File: config.mk
export PLATFORM = sky130hd
export DESIGN_NAME = tppmd_host
export DESIGN_NICKNAME = d
export VERILOG_FILES = /design/src/tppmd_pkg.sv /design/src/tppmd_byte_if.sv /design/src/tppmd_host.sv /design/src/tppmd_crc.sv /design/src/tppmd_tx_stage.sv
export SDC_FILE = /design/constraint.sdc
export NUM_CORES = 1
export LEC_CHECK = 0
export ABC_CLOCK_PERIOD_IN_PS = 8650
export BUFFER_PORTS_ARGS = -buffer_cell sky130_fd_sc_hd__clkbuf_2
export CAP_MARGIN = 10
export CORE_MARGIN = 2
export CORE_UTILIZATION = 45
export CTS_CLUSTER_DIAMETER = 50
export DETAILED_ROUTE_END_ITERATION = 7
export GPL_TIMING_DRIVEN = 0
export PLACE_DENSITY = 0.76
export SYNTH_ARGS = -nofsm -noshare
export SYNTH_HDL_FRONTEND = slang
export SYNTH_SLANG_ARGS = --single-unit
File: constraint.sdc
create_clock -name i_clk -period 8.65 [get_ports i_clk]
set_clock_uncertainty 0.2 [all_clocks]
set_input_delay 1.2975 -clock i_clk [delete_from_list [all_inputs] [get_ports i_clk]]
set_output_delay 1.2975 -clock i_clk [all_outputs]
set_load 0.005 [all_outputs]
File: src/tppmd_pkg.sv
package tppmd_pkg;

  // ********************************************************
  // packet primary header fields
  // ********************************************************
  localparam logic [2:0] TPPMD_VERSION = 3'h0;
  localparam logic TPPMD_TYPE = 1'h1;
  localparam logic TPPMD_DFH_FLAG = 1'h1;
  localparam logic [6:0] TPPMD_APID = 7'h47;
  localparam logic [3:0] TPPMD_CATEGORY = 4'hC;
  localparam logic [1:0] TPPMD_SEQ_FLAGS = 2'h3;
  localparam logic [2:0] TPPMD_SEQ_SOURCE = 3'h0;
  localparam int TPPMD_SEQ_W = 11;
  localparam logic [10:0] TPPMD_SEQ_INIT = 11'h000;
  localparam logic [10:0] TPPMD_SEQ_STEP = 11'h001;
  localparam logic [15:0] TPPMD_PKT_LENGTH = 16'h0007;

  // ********************************************************
  // secondary header fields
  // ********************************************************
  localparam logic [2:0] TPPMD_PUS_VERSION = 3'h0;
  localparam logic TPPMD_CHECKSUM_FLAG = 1'h1;
  localparam logic [3:0] TPPMD_ACK_PULSE = 4'h9;
  localparam logic [3:0] TPPMD_ACK_MIRROR = 4'h1;
  localparam logic [7:0] TPPMD_PKT_TYPE = 8'hC0;
  localparam logic [7:0] TPPMD_SUB_PULSE = 8'h0D;
  localparam logic [7:0] TPPMD_SUB_MIRROR = 8'h66;
  localparam logic [7:0] TPPMD_PAD = 8'h00;

  // ********************************************************
  // application data values
  // ********************************************************
  localparam logic [15:0] TPPMD_MIRROR_MIN = 16'h0001;
  localparam logic [15:0] TPPMD_MIRROR_MAX = 16'h0003;
  localparam logic [15:0] TPPMD_MIRROR_SPACE = 16'h0001;
  localparam logic [15:0] TPPMD_PULSE_DEFAULT = 16'h019A;

  // ********************************************************
  // checksum and framing
  // ********************************************************
  localparam logic [15:0] TPPMD_CRC_INIT = 16'hFFFF;
  localparam logic [15:0] TPPMD_CRC_POLY = 16'h1021;
  localparam logic [3:0] TPPMD_IDX_FIRST = 4'h0;
  localparam logic [3:0] TPPMD_IDX_LAST = 4'hB;
  localparam logic [3:0] TPPMD_IDX_STEP = 4'h1;
  localparam logic TPPMD_CMD_PULSE = 1'b0;
  localparam logic TPPMD_CMD_MIRROR = 1'b1;

  typedef enum logic [3:0] {
    TPPMD_S_IDLE = 4'h1,
    TPPMD_S_HDR = 4'h2,
    TPPMD_S_CRC_HI = 4'h4,
    TPPMD_S_CRC_LO = 4'h8
  } tppmd_state_e;

endpackage

File: src/tppmd_byte_if.sv
`timescale 1ns/100ps
interface tppmd_byte_if;
  logic [7:0] data;
  logic valid;
  logic ready;
  logic calc;
  logic first;
  logic last;

  modport src (
    output data, valid, calc, first, last,
    input ready
  );
  modport snk (
    input data, valid, calc, first, last,
    output ready
  );
  modport mon (
    input data, valid, ready, calc, first, last
  );
endinterface

File: src/tppmd_host.sv
`timescale 1ns/100ps
// Notes on behaviour
// - primary header identity fields fixed
// - sequence flags 11, ground source, counter
// - packet length field is seven
// - private type, subtype, zero pad byte
// - subtype 0x66 means mirror move
// - mirror move acknowledge field is 0001
// - mirror data must be 1 to 3
// - service version 0, checksum flag, trailing checksum
// - no pulse command with spectrometer unpowered
// - no pulse command during scan integration
// - subtype 0x0D means pulse position
module tppmd_host
  import tppmd_pkg::*;
(
  input wire logic i_clk,
  input wire logic i_resetn,
  input wire logic i_cmd_valid,
  input wire logic i_cmd_kind,
  input wire logic [15:0] i_cmd_data,
  output logic o_cmd_ready,
  output logic o_cmd_reject,
  input wire logic i_spec_powered,
  input wire logic i_scan_integrating,
  output logic [7:0] o_tx_data,
  output logic o_tx_valid,
  output logic o_tx_last,
  input wire logic i_tx_ready,
  output logic o_busy,
  output logic [10:0] o_seq_count,
  output logic [15:0] o_pulse_position_param,
  output logic [15:0] o_mirror_target_param
);

  // ********************************************************
  // declarations
  // ********************************************************
  tppmd_byte_if b ();

  tppmd_state_e state;
  tppmd_state_e next_state;
  logic [3:0] idx;
  logic [3:0] next_idx;
  logic [95:0] frame;
  logic [95:0] next_frame;
  logic [10:0] seq;
  logic [10:0] next_seq;
  logic [15:0] pulse_position_param;
  logic [15:0] next_pulse_position_param;
  logic [15:0] mirror_target_param;
  logic [15:0] next_mirror_target_param;
  logic reject;
  logic next_reject;
  logic [15:0] crc;
  logic cmd_ok;
  logic take;
  logic step;
  logic mirror_in_range;
  logic pulse_allowed;

  // ********************************************************
  // helpers
  // ********************************************************
  // byte i counted from the top of the frame, never past the last index
  function automatic logic [7:0] frame_byte(
    input logic [95:0] f,
    input logic [3:0] i
  );
    logic [6:0] pos;
    pos = 7'(i) << 3;
    return f[7'd95 - pos -: 8];
  endfunction

  // one place decides which command a kind bit names
  function automatic logic is_mirror(
    input logic kind
  );
    return kind == TPPMD_CMD_MIRROR;
  endfunction

  // twelve bytes ahead of the checksum, most significant first:
  //   0-1   version, type, header flag, process id, category
  //   2-3   sequence flags, ground source, counter
  //   4-5   packet length
  //   6     service version, checksum flag, acknowledge
  //   7-9   packet type, subtype, pad
  //   10-11 application data
  function automatic logic [95:0] build_frame(
    input logic kind,
    input logic [10:0] count,
    input logic [15:0] value
  );
    logic [3:0] ack;
    logic [7:0] sub;
    logic [15:0] ident;
    logic [15:0] count_word;
    logic [7:0] service;
    ack = is_mirror(kind) ? TPPMD_ACK_MIRROR
                          : TPPMD_ACK_PULSE;
    sub = is_mirror(kind) ? TPPMD_SUB_MIRROR
                          : TPPMD_SUB_PULSE;
    ident = {TPPMD_VERSION, TPPMD_TYPE, TPPMD_DFH_FLAG,
             TPPMD_APID, TPPMD_CATEGORY};
    count_word = {TPPMD_SEQ_FLAGS, TPPMD_SEQ_SOURCE, count};
    service = {TPPMD_PUS_VERSION, TPPMD_CHECKSUM_FLAG, ack};
    return {
      ident, count_word, TPPMD_PKT_LENGTH,
      service, TPPMD_PKT_TYPE, sub, TPPMD_PAD,
      value
    };
  endfunction

  // ********************************************************
  // command acceptance
  // ********************************************************
  // a refused command is consumed and flagged, so the user never
  // stalls waiting for power or for a scan to finish
  assign mirror_in_range = (i_cmd_data >= TPPMD_MIRROR_MIN) &&
                           (i_cmd_data <= TPPMD_MIRROR_MAX);
  // spectrometer state is judged at the take edge only; a change
  // while the packet is on its way does not recall it
  assign pulse_allowed = i_spec_powered &&
                         !i_scan_integrating;

  always_comb begin
    if (is_mirror(i_cmd_kind)) begin
      cmd_ok = mirror_in_range;
    end else begin
      cmd_ok = pulse_allowed;
    end
  end

  // ready only when idle, so every take starts from idle
  assign o_cmd_ready = (state == TPPMD_S_IDLE);
  assign take = i_cmd_valid && o_cmd_ready;

  // ********************************************************
  // frame sequencer
  // ********************************************************
  // a byte leaves the sequencer whenever the output stage has room
  assign step = b.valid && b.ready;

  always_comb begin
    next_state = state;
    next_idx = idx;
    unique case (state)
      TPPMD_S_IDLE: begin
        // a refused command leaves the sequencer idle
        if (take && cmd_ok) begin
          next_idx = TPPMD_IDX_FIRST;
          next_state = TPPMD_S_HDR;
        end
      end
      TPPMD_S_HDR: begin
        // idx moves only on a taken byte, so a stall repeats nothing
        if (step) begin
          if (idx == TPPMD_IDX_LAST) begin
            next_state = TPPMD_S_CRC_HI;
          end else begin
            next_idx = idx + TPPMD_IDX_STEP;
          end
        end
      end
      TPPMD_S_CRC_HI: begin
        if (step) begin
          next_state = TPPMD_S_CRC_LO;
        end
      end
      TPPMD_S_CRC_LO: begin
        if (step) begin
          next_state = TPPMD_S_IDLE;
        end
      end
    endcase
  end

  always_ff @(posedge i_clk or negedge i_resetn) begin
    if (!i_resetn) begin
      state <= TPPMD_S_IDLE;
      idx <= TPPMD_IDX_FIRST;
    end else begin
      state <= next_state;
      idx <= next_idx;
    end
  end

  // ********************************************************
  // command store
  // ********************************************************
  // values are stored at acceptance, not when the packet leaves, so
  // the mirrors follow the command order even under back-pressure
  always_comb begin
    next_frame = frame;
    next_seq = seq;
    next_pulse_position_param = pulse_position_param;
    next_mirror_target_param = mirror_target_param;
    next_reject = 1'b0;
    if (take && cmd_ok) begin
      next_frame = build_frame(i_cmd_kind, seq, i_cmd_data);
      next_seq = seq + TPPMD_SEQ_STEP;
      if (is_mirror(i_cmd_kind)) begin
        next_mirror_target_param = i_cmd_data;
      end else begin
        next_pulse_position_param = i_cmd_data;
      end
    end else if (take) begin
      // answered by a single reject pulse, nothing is sent
      next_reject = 1'b1;
    end
  end

  always_ff @(posedge i_clk or negedge i_resetn) begin
    if (!i_resetn) begin
      frame <= '0;
      seq <= TPPMD_SEQ_INIT;
      // both views restart at the defaults the device itself assumes
      pulse_position_param <= TPPMD_PULSE_DEFAULT;
      mirror_target_param <= TPPMD_MIRROR_SPACE;
      reject <= 1'b0;
    end else begin
      frame <= next_frame;
      seq <= next_seq;
      pulse_position_param <= next_pulse_position_param;
      mirror_target_param <= next_mirror_target_param;
      reject <= next_reject;
    end
  end

  // ********************************************************
  // byte stream towards the link
  // ********************************************************
  // checksum bytes are taken from the checker one cycle after the
  // last header byte, by which time it holds the final value
  always_comb begin
    b.valid = 1'b0;
    b.calc = 1'b0;
    b.first = 1'b0;
    b.last = 1'b0;
    b.data = 8'h00;
    unique case (state)
      TPPMD_S_IDLE: begin
        b.valid = 1'b0;
      end
      TPPMD_S_HDR: begin
        b.valid = 1'b1;
        b.calc = 1'b1;
        b.first = (idx == TPPMD_IDX_FIRST);
        b.data = frame_byte(frame, idx);
      end
      TPPMD_S_CRC_HI: begin
        b.valid = 1'b1;
        b.data = crc[15:8];
      end
      TPPMD_S_CRC_LO: begin
        b.valid = 1'b1;
        b.last = 1'b1;
        b.data = crc[7:0];
      end
    endcase
  end

  // checksum runs beside the stream rather than over the stored frame
  tppmd_crc u_crc (
    .i_clk(i_clk),
    .i_resetn(i_resetn),
    .b(b.mon),
    .o_crc(crc)
  );

  // one-byte holding stage; its ready paces the sequencer and keeps
  // the last checksum byte from being overwritten by a new packet
  tppmd_tx_stage u_tx (
    .i_clk(i_clk),
    .i_resetn(i_resetn),
    .b(b.snk),
    .o_tx_data(o_tx_data),
    .o_tx_valid(o_tx_valid),
    .o_tx_last(o_tx_last),
    .i_tx_ready(i_tx_ready)
  );

  // ********************************************************
  // status
  // ********************************************************
  // the device reports no pulse position, so the host keeps its own
  // view of what was last commanded; it starts at the device default
  assign o_cmd_reject = reject;
  // busy holds until the link has taken the final byte
  assign o_busy = (state != TPPMD_S_IDLE) || o_tx_valid;
  assign o_seq_count = seq;
  assign o_pulse_position_param = pulse_position_param;
  assign o_mirror_target_param = mirror_target_param;

endmodule

File: src/tppmd_crc.sv
`timescale 1ns/100ps
module tppmd_crc
  import tppmd_pkg::*;
(
  input wire logic i_clk,
  input wire logic i_resetn,
  tppmd_byte_if.mon b,
  output logic [15:0] o_crc
);

  logic [15:0] crc;
  logic [15:0] next_crc;

  function automatic logic [15:0] crc_byte(
    input logic [15:0] c_in,
    input logic [7:0] d
  );
    logic [15:0] c;
    c = c_in ^ {d, 8'h00};
    for (int k = 0; k < 8; k++) begin
      if (c[15]) begin
        c = {c[14:0], 1'b0} ^ TPPMD_CRC_POLY;
      end else begin
        c = {c[14:0], 1'b0};
      end
    end
    return c;
  endfunction

  // first byte restarts from the seed, so no clear pulse is needed
  always_comb begin
    next_crc = crc;
    if (b.valid && b.ready && b.calc) begin
      next_crc = crc_byte(b.first ? TPPMD_CRC_INIT : crc, b.data);
    end
  end

  always_ff @(posedge i_clk or negedge i_resetn) begin
    if (!i_resetn) begin
      crc <= TPPMD_CRC_INIT;
    end else begin
      crc <= next_crc;
    end
  end

  assign o_crc = crc;

endmodule

File: src/tppmd_tx_stage.sv
`timescale 1ns/100ps
module tppmd_tx_stage
  import tppmd_pkg::*;
(
  input wire logic i_clk,
  input wire logic i_resetn,
  tppmd_byte_if.snk b,
  output logic [7:0] o_tx_data,
  output logic o_tx_valid,
  output logic o_tx_last,
  input wire logic i_tx_ready
);

  logic full;
  logic next_full;
  logic [7:0] data;
  logic [7:0] next_data;
  logic last;
  logic next_last;

  // link back-pressure reaches the frame sequencer through ready
  assign b.ready = !full || i_tx_ready;

  always_comb begin
    next_full = full;
    next_data = data;
    next_last = last;
    if (b.ready) begin
      next_full = b.valid;
      if (b.valid) begin
        next_data = b.data;
        next_last = b.last;
      end
    end
  end

  always_ff @(posedge i_clk or negedge i_resetn) begin
    if (!i_resetn) begin
      full <= 1'b0;
      data <= 8'h00;
      last <= 1'b0;
    end else begin
      full <= next_full;
      data <= next_data;
      last <= next_last;
    end
  end

  assign o_tx_data = data;
  assign o_tx_valid = full;
  assign o_tx_last = last;

endmodule

* After elaboration in Yosys (flattened, before gate mapping)
Index checks and enable logic that the tools add are counted.
W data, S select, Z words.
** Operators by class
- Add/subtract/negate cells :: 3
- Multipliers :: 0
- Div/mod/pow operators :: 0
- Magnitude comparators :: 2
- Equal/unequal tests :: 12
- Shift-type cells :: 1
- Mux-type cells :: 36
- Bitwise operators :: 10
- Reduce and logical (&&, ||, !) cells :: 18
** Operator list (number)
- $mux W16 :: 8
- $mux W13 :: 8
- $shiftx A103 B8 Y8 :: 1
- $mux W4 :: 9
- $not A3 Y3 :: 8
- $pmux W8 S3 :: 1
- $ge A16 B1 Y1 const B :: 1
- $le A16 B2 Y1 const B :: 1
- $pmux W4 S4 :: 1
- $xor A16 B16 Y16 :: 1
- $add A11 B1 Y11 const B :: 1
- $ne A2 B2 Y1 const B :: 5
- $eq A4 B4 Y1 const B :: 2
- $pmux W4 S2 :: 1
- $mux W7 :: 1
- $sub A7 B7 Y7 const A :: 1
- $logic_and A1 B1 Y1 :: 6
- $mux W1 :: 6
- $reduce_and A2 Y1 :: 3
- $reduce_and A5 Y1 :: 1
- $add A4 B1 Y4 const B :: 1
- $eq A4 B1 Y1 const B :: 1
- $eq A4 B2 Y1 const B :: 1
- $eq A4 B3 Y1 const B :: 1
- 10 further kinds :: 12
** Storage, ports and cells
- Register bits :: 124
- Latch bits :: 0
- Bits in writable memories :: 0
- Bits in read-only memories :: 0
- Output and inout bits :: 56
- Logic and storage cells :: 93
- Memories kept :: 0

* Longest topological paths before layout
- Depth after elaboration :: 27
- Mapped depth :: 12
- Depth with buffers taken out :: 10

* Cells and area by module
A second synthesis with hierarchy kept.
** Unflattened totals
- Cell total of the unflattened synthesis :: 478
- Area total of the unflattened synthesis :: 5318.9 um2
** By module, submodules not included
- tppmd_host :: instances 1, cells each 353, area an instance 3826.2 um2, seq. area each 2060.7 um2
- tppmd_crc :: instances 1, cells each 103, area an instance 1067.3 um2, seq. area each 420.4 um2
- tppmd_tx_stage :: instances 1, cells each 22, area an instance 425.4 um2, seq. area each 250.2 um2

* Worst setup path before layout
OpenSTA, ideal clock, no wires.
- Kind :: input -> register
- Start :: in i_cmd_data[12]
- End :: reg frame[0]
- Data arrival time :: 3.249 ns
- Required time :: 8.325 ns
- Setup slack :: 5.076 ns
- Stages :: 7
- Buffers on the path :: 2
- Path through :: nor4b_1 > o2111ai_1 > o41ai_1 > and3_1 > clkbuf_1 > buf_1 > mux2_2
** Between the ends
- Longest elaborated chain between the ends :: 4
** RTL lines
- from (decl) :: RTL line tppmd_host.sv:21 : input wire logic [15:0] i_cmd_data,
- $ge A16 B1 Y1 / $le A16 B2 Y1 (equally long branches) :: RTL line tppmd_host.sv:119, tppmd_host.sv:120
- $logic_and A1 B1 Y1 * :: RTL line tppmd_host.sv:119 : assign mirror_in_range = (i_cmd_data >= TPPMD_MIRROR_MIN) &&
- $mux W1 * :: RTL line tppmd_host.sv:127 : if (is_mirror(i_cmd_kind)) begin
- $logic_and A1 B1 Y1 * :: RTL line tppmd_host.sv:199 : if (take && cmd_ok) begin
- to (signal assigned) :: RTL line tppmd_host.sv:222 : frame <= next_frame;
- to (decl) :: RTL line tppmd_host.sv:45 : logic [95:0] frame;
Every way passes the cells marked *; elsewhere a longest branch is shown, timed or not.
A chain may end at the register's enable or synchronous reset.

* Final worst setup path
- Start :: in i_cmd_data[15]
- End :: reg frame[13]
Same word-level chain as after synthesis.

==> flow_metrics.py <==
metrics = {
    "outcome": {
        "status": "complete, but fails checks",
        "violations": "design-rule violations",
    },
    "setup_path": {
        "r2r_end": "u_crc.o_crc[8]$_DFFE_PN1P_",
        "critical_path_required_ps": 8690,
        "arrival_ps": 4120,
        "worst-setup-path-type": "input port to flop",
        "r2r_cells": 11,
        "r2r_start": "idx[2]$_DFFE_PN0P_",
        "reg2reg_setup_slack_ps": 5090,
        "cp-end-kind": "flop",
        "start_kind": "input port",
        "path_max_fanout": 10,
    },
    "global_route": {
        "grt_pass1_vias": 4116,
        "grt_remaining_overflow": 0,
        "grt_max_degree": 109,
        "antenna_found_initial": 0,
        "grt_usage": 0.2042,
        "grt_pass1_wl_mm": 20.51,
    },
    "sta": {
        "hold_violations": 0,
        "finalSetupViolations": 0,
        "fin_setup_tns_ps": 0,
        "finalCritPeriodShare": 0.4719,
        "max_slew_margin": 0.4383,
        "max_freq_mhz": 245.0,
        "fin_crit_ps": 4082,
        "tightest_slew_ps": 842.5,
        "rsz0062_at_grt": "false",
        "drv_slew": 0,
        "fin_hold_ws_ps": 282.9,
    },
    "synth": {
        "ys_warn_count": 0,
        "synth-edff-count": 0,
        "synthesis.area_sq_mm": 0.005371,
        "yosysUniqueCellTypes": 67,
        "synth-seq-cells": 108,
        "async_flop_share": 1.000,
        "postSynthAreaPerCell_sq_um": 10.98,
        "synth-seq-area-share": 0.5085,
        "ys.flop_type": "dfrtp_1",
        "syn_inst": 489,
        "syn-num-nets": 517,
    },
    "hold_path": {
        "hold_end": "u_crc.o_crc[1]$_DFFE_PN1P_",
        "hold_start": "u_crc.o_crc[1]$_DFFE_PN1P_",
        "hold_class": "flop to flop",
        "min_path_cells": 2,
    },
    "clocking": {
        "post_cts_resize_count": 0,
        "cts_tree": "done",
        "clk_path_buf_depth": 2,
        "cts_max_level": 3,
        "ctsHoldBuffers": 0,
        "clock-sinks": 108,
        "clk_latency_ps": 360,
        "cts_buffers": 9,
        "post_cts_buffers": 0,
        "clk_pin_slew_worst_paths_ps": 70,
        "cts_root_buf": "clkbuf_16",
    },
    "floorplan": {
        "core_area_sq_mm": 0.01152,
        "start_util": 0.4664,
        "rows": 39,
        "die_y_microns": 113.3,
        "io_pins": 79,
        "dieArea_sq_mm": 0.01283,
        "die_w_microns": 113.3,
    },
    "detailed_routing": {
        "vias": 4048,
        "vias_per_cell": 5.576,
        "wl_per_cell_microns": 17.04,
        "firstDrtPassIters": 7,
        "drt-total-wl_mm": 12.37,
        "drcViolationCount": 3,
        "drt_iter0_drc": 356,
        "ant_nets": 0,
    },
    "final_layout": {
        "area_delta_synth_final_pct": 16.35,
        "final_util": 0.5427,
        "n_fill_cell": 1025,
        "diodes": 0,
        "final_nets": 606,
        "layout.cells.most_common_list": "dfrtp_1 (85), clkbuf_2 (77), nand2_1 (51), mux2_2 (48)",
        "drive_above_1_share": 0.3208,
        "final_common_cell": "dfrtp_1",
    },
    "place": {
        "port_buffers": 78,
        "dp_hpwl_mm": 8.904,
        "place_congestion": 0.9231,
    },
    "power_and_ir_drop": {
        "p_sw_uw": 727.7,
        "seq_power_share": 0.351,
        "p_sw_frac": 0.3733,
        "peakVddDrop_mv": 0.1151,
        "p_comb_frac": 0.434,
        "pwr-share-clk": 0.214,
        "power.density_mw_per_mm2": 311.9,
        "internal_power_uw": 1222,
        "leakage_uw": 0.002946,
    },
    "job": {
        "maxCapViolCount": 0,
    },
}
critical path, stage by stage:
cell and delay [ps]:
clkbuf_2 100, nor4_1 380, o2111ai_1 210, o41ai_1 420, and3_1 310, clkbuf_1 420
buf_1 570, mux2_2 400
cell type report:
cell class | instances | area (sq um) | share of cell area
buffer | 32 | 142.6 | 0.02282
timing repair buffer | 78 | 399.1 | 0.06386
multi-input combinational | 340 | 2464 | 0.3942
tap | 143 | 178.9 | 0.02863
clock buffer | 10 | 229.0 | 0.03664
sequential | 108 | 2731 | 0.4370
clock inverter | 6 | 71.32 | 0.01141
inverter | 9 | 33.78 | 0.005405
worst max-delay path by stage:
| stage | startpoint | to | slack [ps] |
|---|---|---|---|
| floorplan | i_cmd_data[12] | frame[0]$_DFFE_PN0P_ | 5080 |
| global placement | i_cmd_data[15] | frame[15]$_DFFE_PN0P_ | 4210 |
| detailed placement | i_cmd_data[15] | frame[13]$_DFFE_PN0P_ | 4190 |
| CTS | i_cmd_data[15] | frame[13]$_DFFE_PN0P_ | 4560 |
| global route | i_cmd_data[15] | frame[14]$_DFFE_PN0P_ | 4390 |
| finish | i_cmd_data[15] | frame[13]$_DFFE_PN0P_ | 4570 |
state kept, by name (all words and copies together) (netlist names):
name and flops:
u_tx.o_tx_valid 1, o_seq_count 11, o_cmd_reject 1, state 4
u_crc.o_crc 16, o_pulse_position_param 16, u_tx.o_tx_data 8, frame 30
idx 4, u_tx.o_tx_last 1, o_mirror_target_param 16
per-stage QoR:
step	worst slack, ps	instances	instance area, sq um	power [uW]
floorplan	5076	489	5371	1328
CTS	4560	726	6250	1954
global route	4391	726	6250	2081
global placement	4207	710	5941	1502
finish	4568	726	6250	1949
detailed placement	4187	710	5949	1531
logic make-up (layout without fill, tap and decap cells):
family | count (synthesis) | after routing | share of synthesized area
buf+inv | 41 | 135 | 0.03284
simple gates | 150 | 150 | 0.1458
xor+xnor | 36 | 36 | 0.06383
compound gates | 92 | 92 | 0.1190
mux | 57 | 57 | 0.1183
fa+ha+maj | 5 | 5 | 0.01165
flops | 108 | 108 | 0.5085
power by group through the flow:
stage | clock, uW | combinational [uW] | sequential [uW]
5_1_grt | 448 | 937 | 696
2_1_floorplan | 0 | 655 | 673
3_3_place_gp | 0 | 816 | 686
6_report | 418 | 847 | 685
3_5_place_dp | 0 | 839 | 692
4_1_cts | 427 | 844 | 683
metal layers:
metal	vias to the layer above	wire length [microns]	global-route usage	part of all wire
met1	1996	5661	0.2797	0.46
met2	136	5764	0.3226	0.47
met4	0	210	0.08049	0.017
met5	-	0	0	0
li1	1900	-	-	-
met3	16	733	0.03910	0.059
cells in the mapped netlist, types with 2 or more instances:
library cell / n / area [sq um]
buf_2: 6 / 30.03
a22o_1: 6 / 52.55
buf_6: 2 / 22.52
xnor2_1: 26 / 227.7
nand3_1: 9 / 45.04
clkbuf_1: 20 / 75.07
or2_2: 3 / 18.77
and3_1: 3 / 18.77
nand2_1: 51 / 191.4
dfstp_2: 23 / 604.3
dfrtp_1: 85 / 2127
xnor3_1: 2 / 45.04
a21boi_0: 2 / 15.01
nor2b_1: 5 / 31.28
a31oi_1: 2 / 12.51
o22ai_1: 4 / 25.02
o211ai_1: 4 / 30.03
nor2_1: 30 / 112.6
and2_1: 17 / 106.4
o21ai_0: 30 / 150.1
o31ai_1: 3 / 22.52
ha_1: 5 / 62.56
inv_1: 9 / 33.78
nor4b_1: 3 / 26.28
a22oi_1: 6 / 45.04
nor4_1: 3 / 18.77
or3_1: 3 / 18.77
a21o_1: 2 / 15.01
nand2b_1: 3 / 18.77
nor3b_1: 2 / 15.01
mux2_2: 48 / 540.5
a21oi_1: 13 / 65.06
buf_1: 4 / 15.01
nand4b_1: 3 / 26.28
mux2i_1: 8 / 80.08
nor3_1: 2 / 10.01
nand4_1: 5 / 31.28
xor2_1: 8 / 70.07
Note: power is estimated with default switching activity, not from simulation.
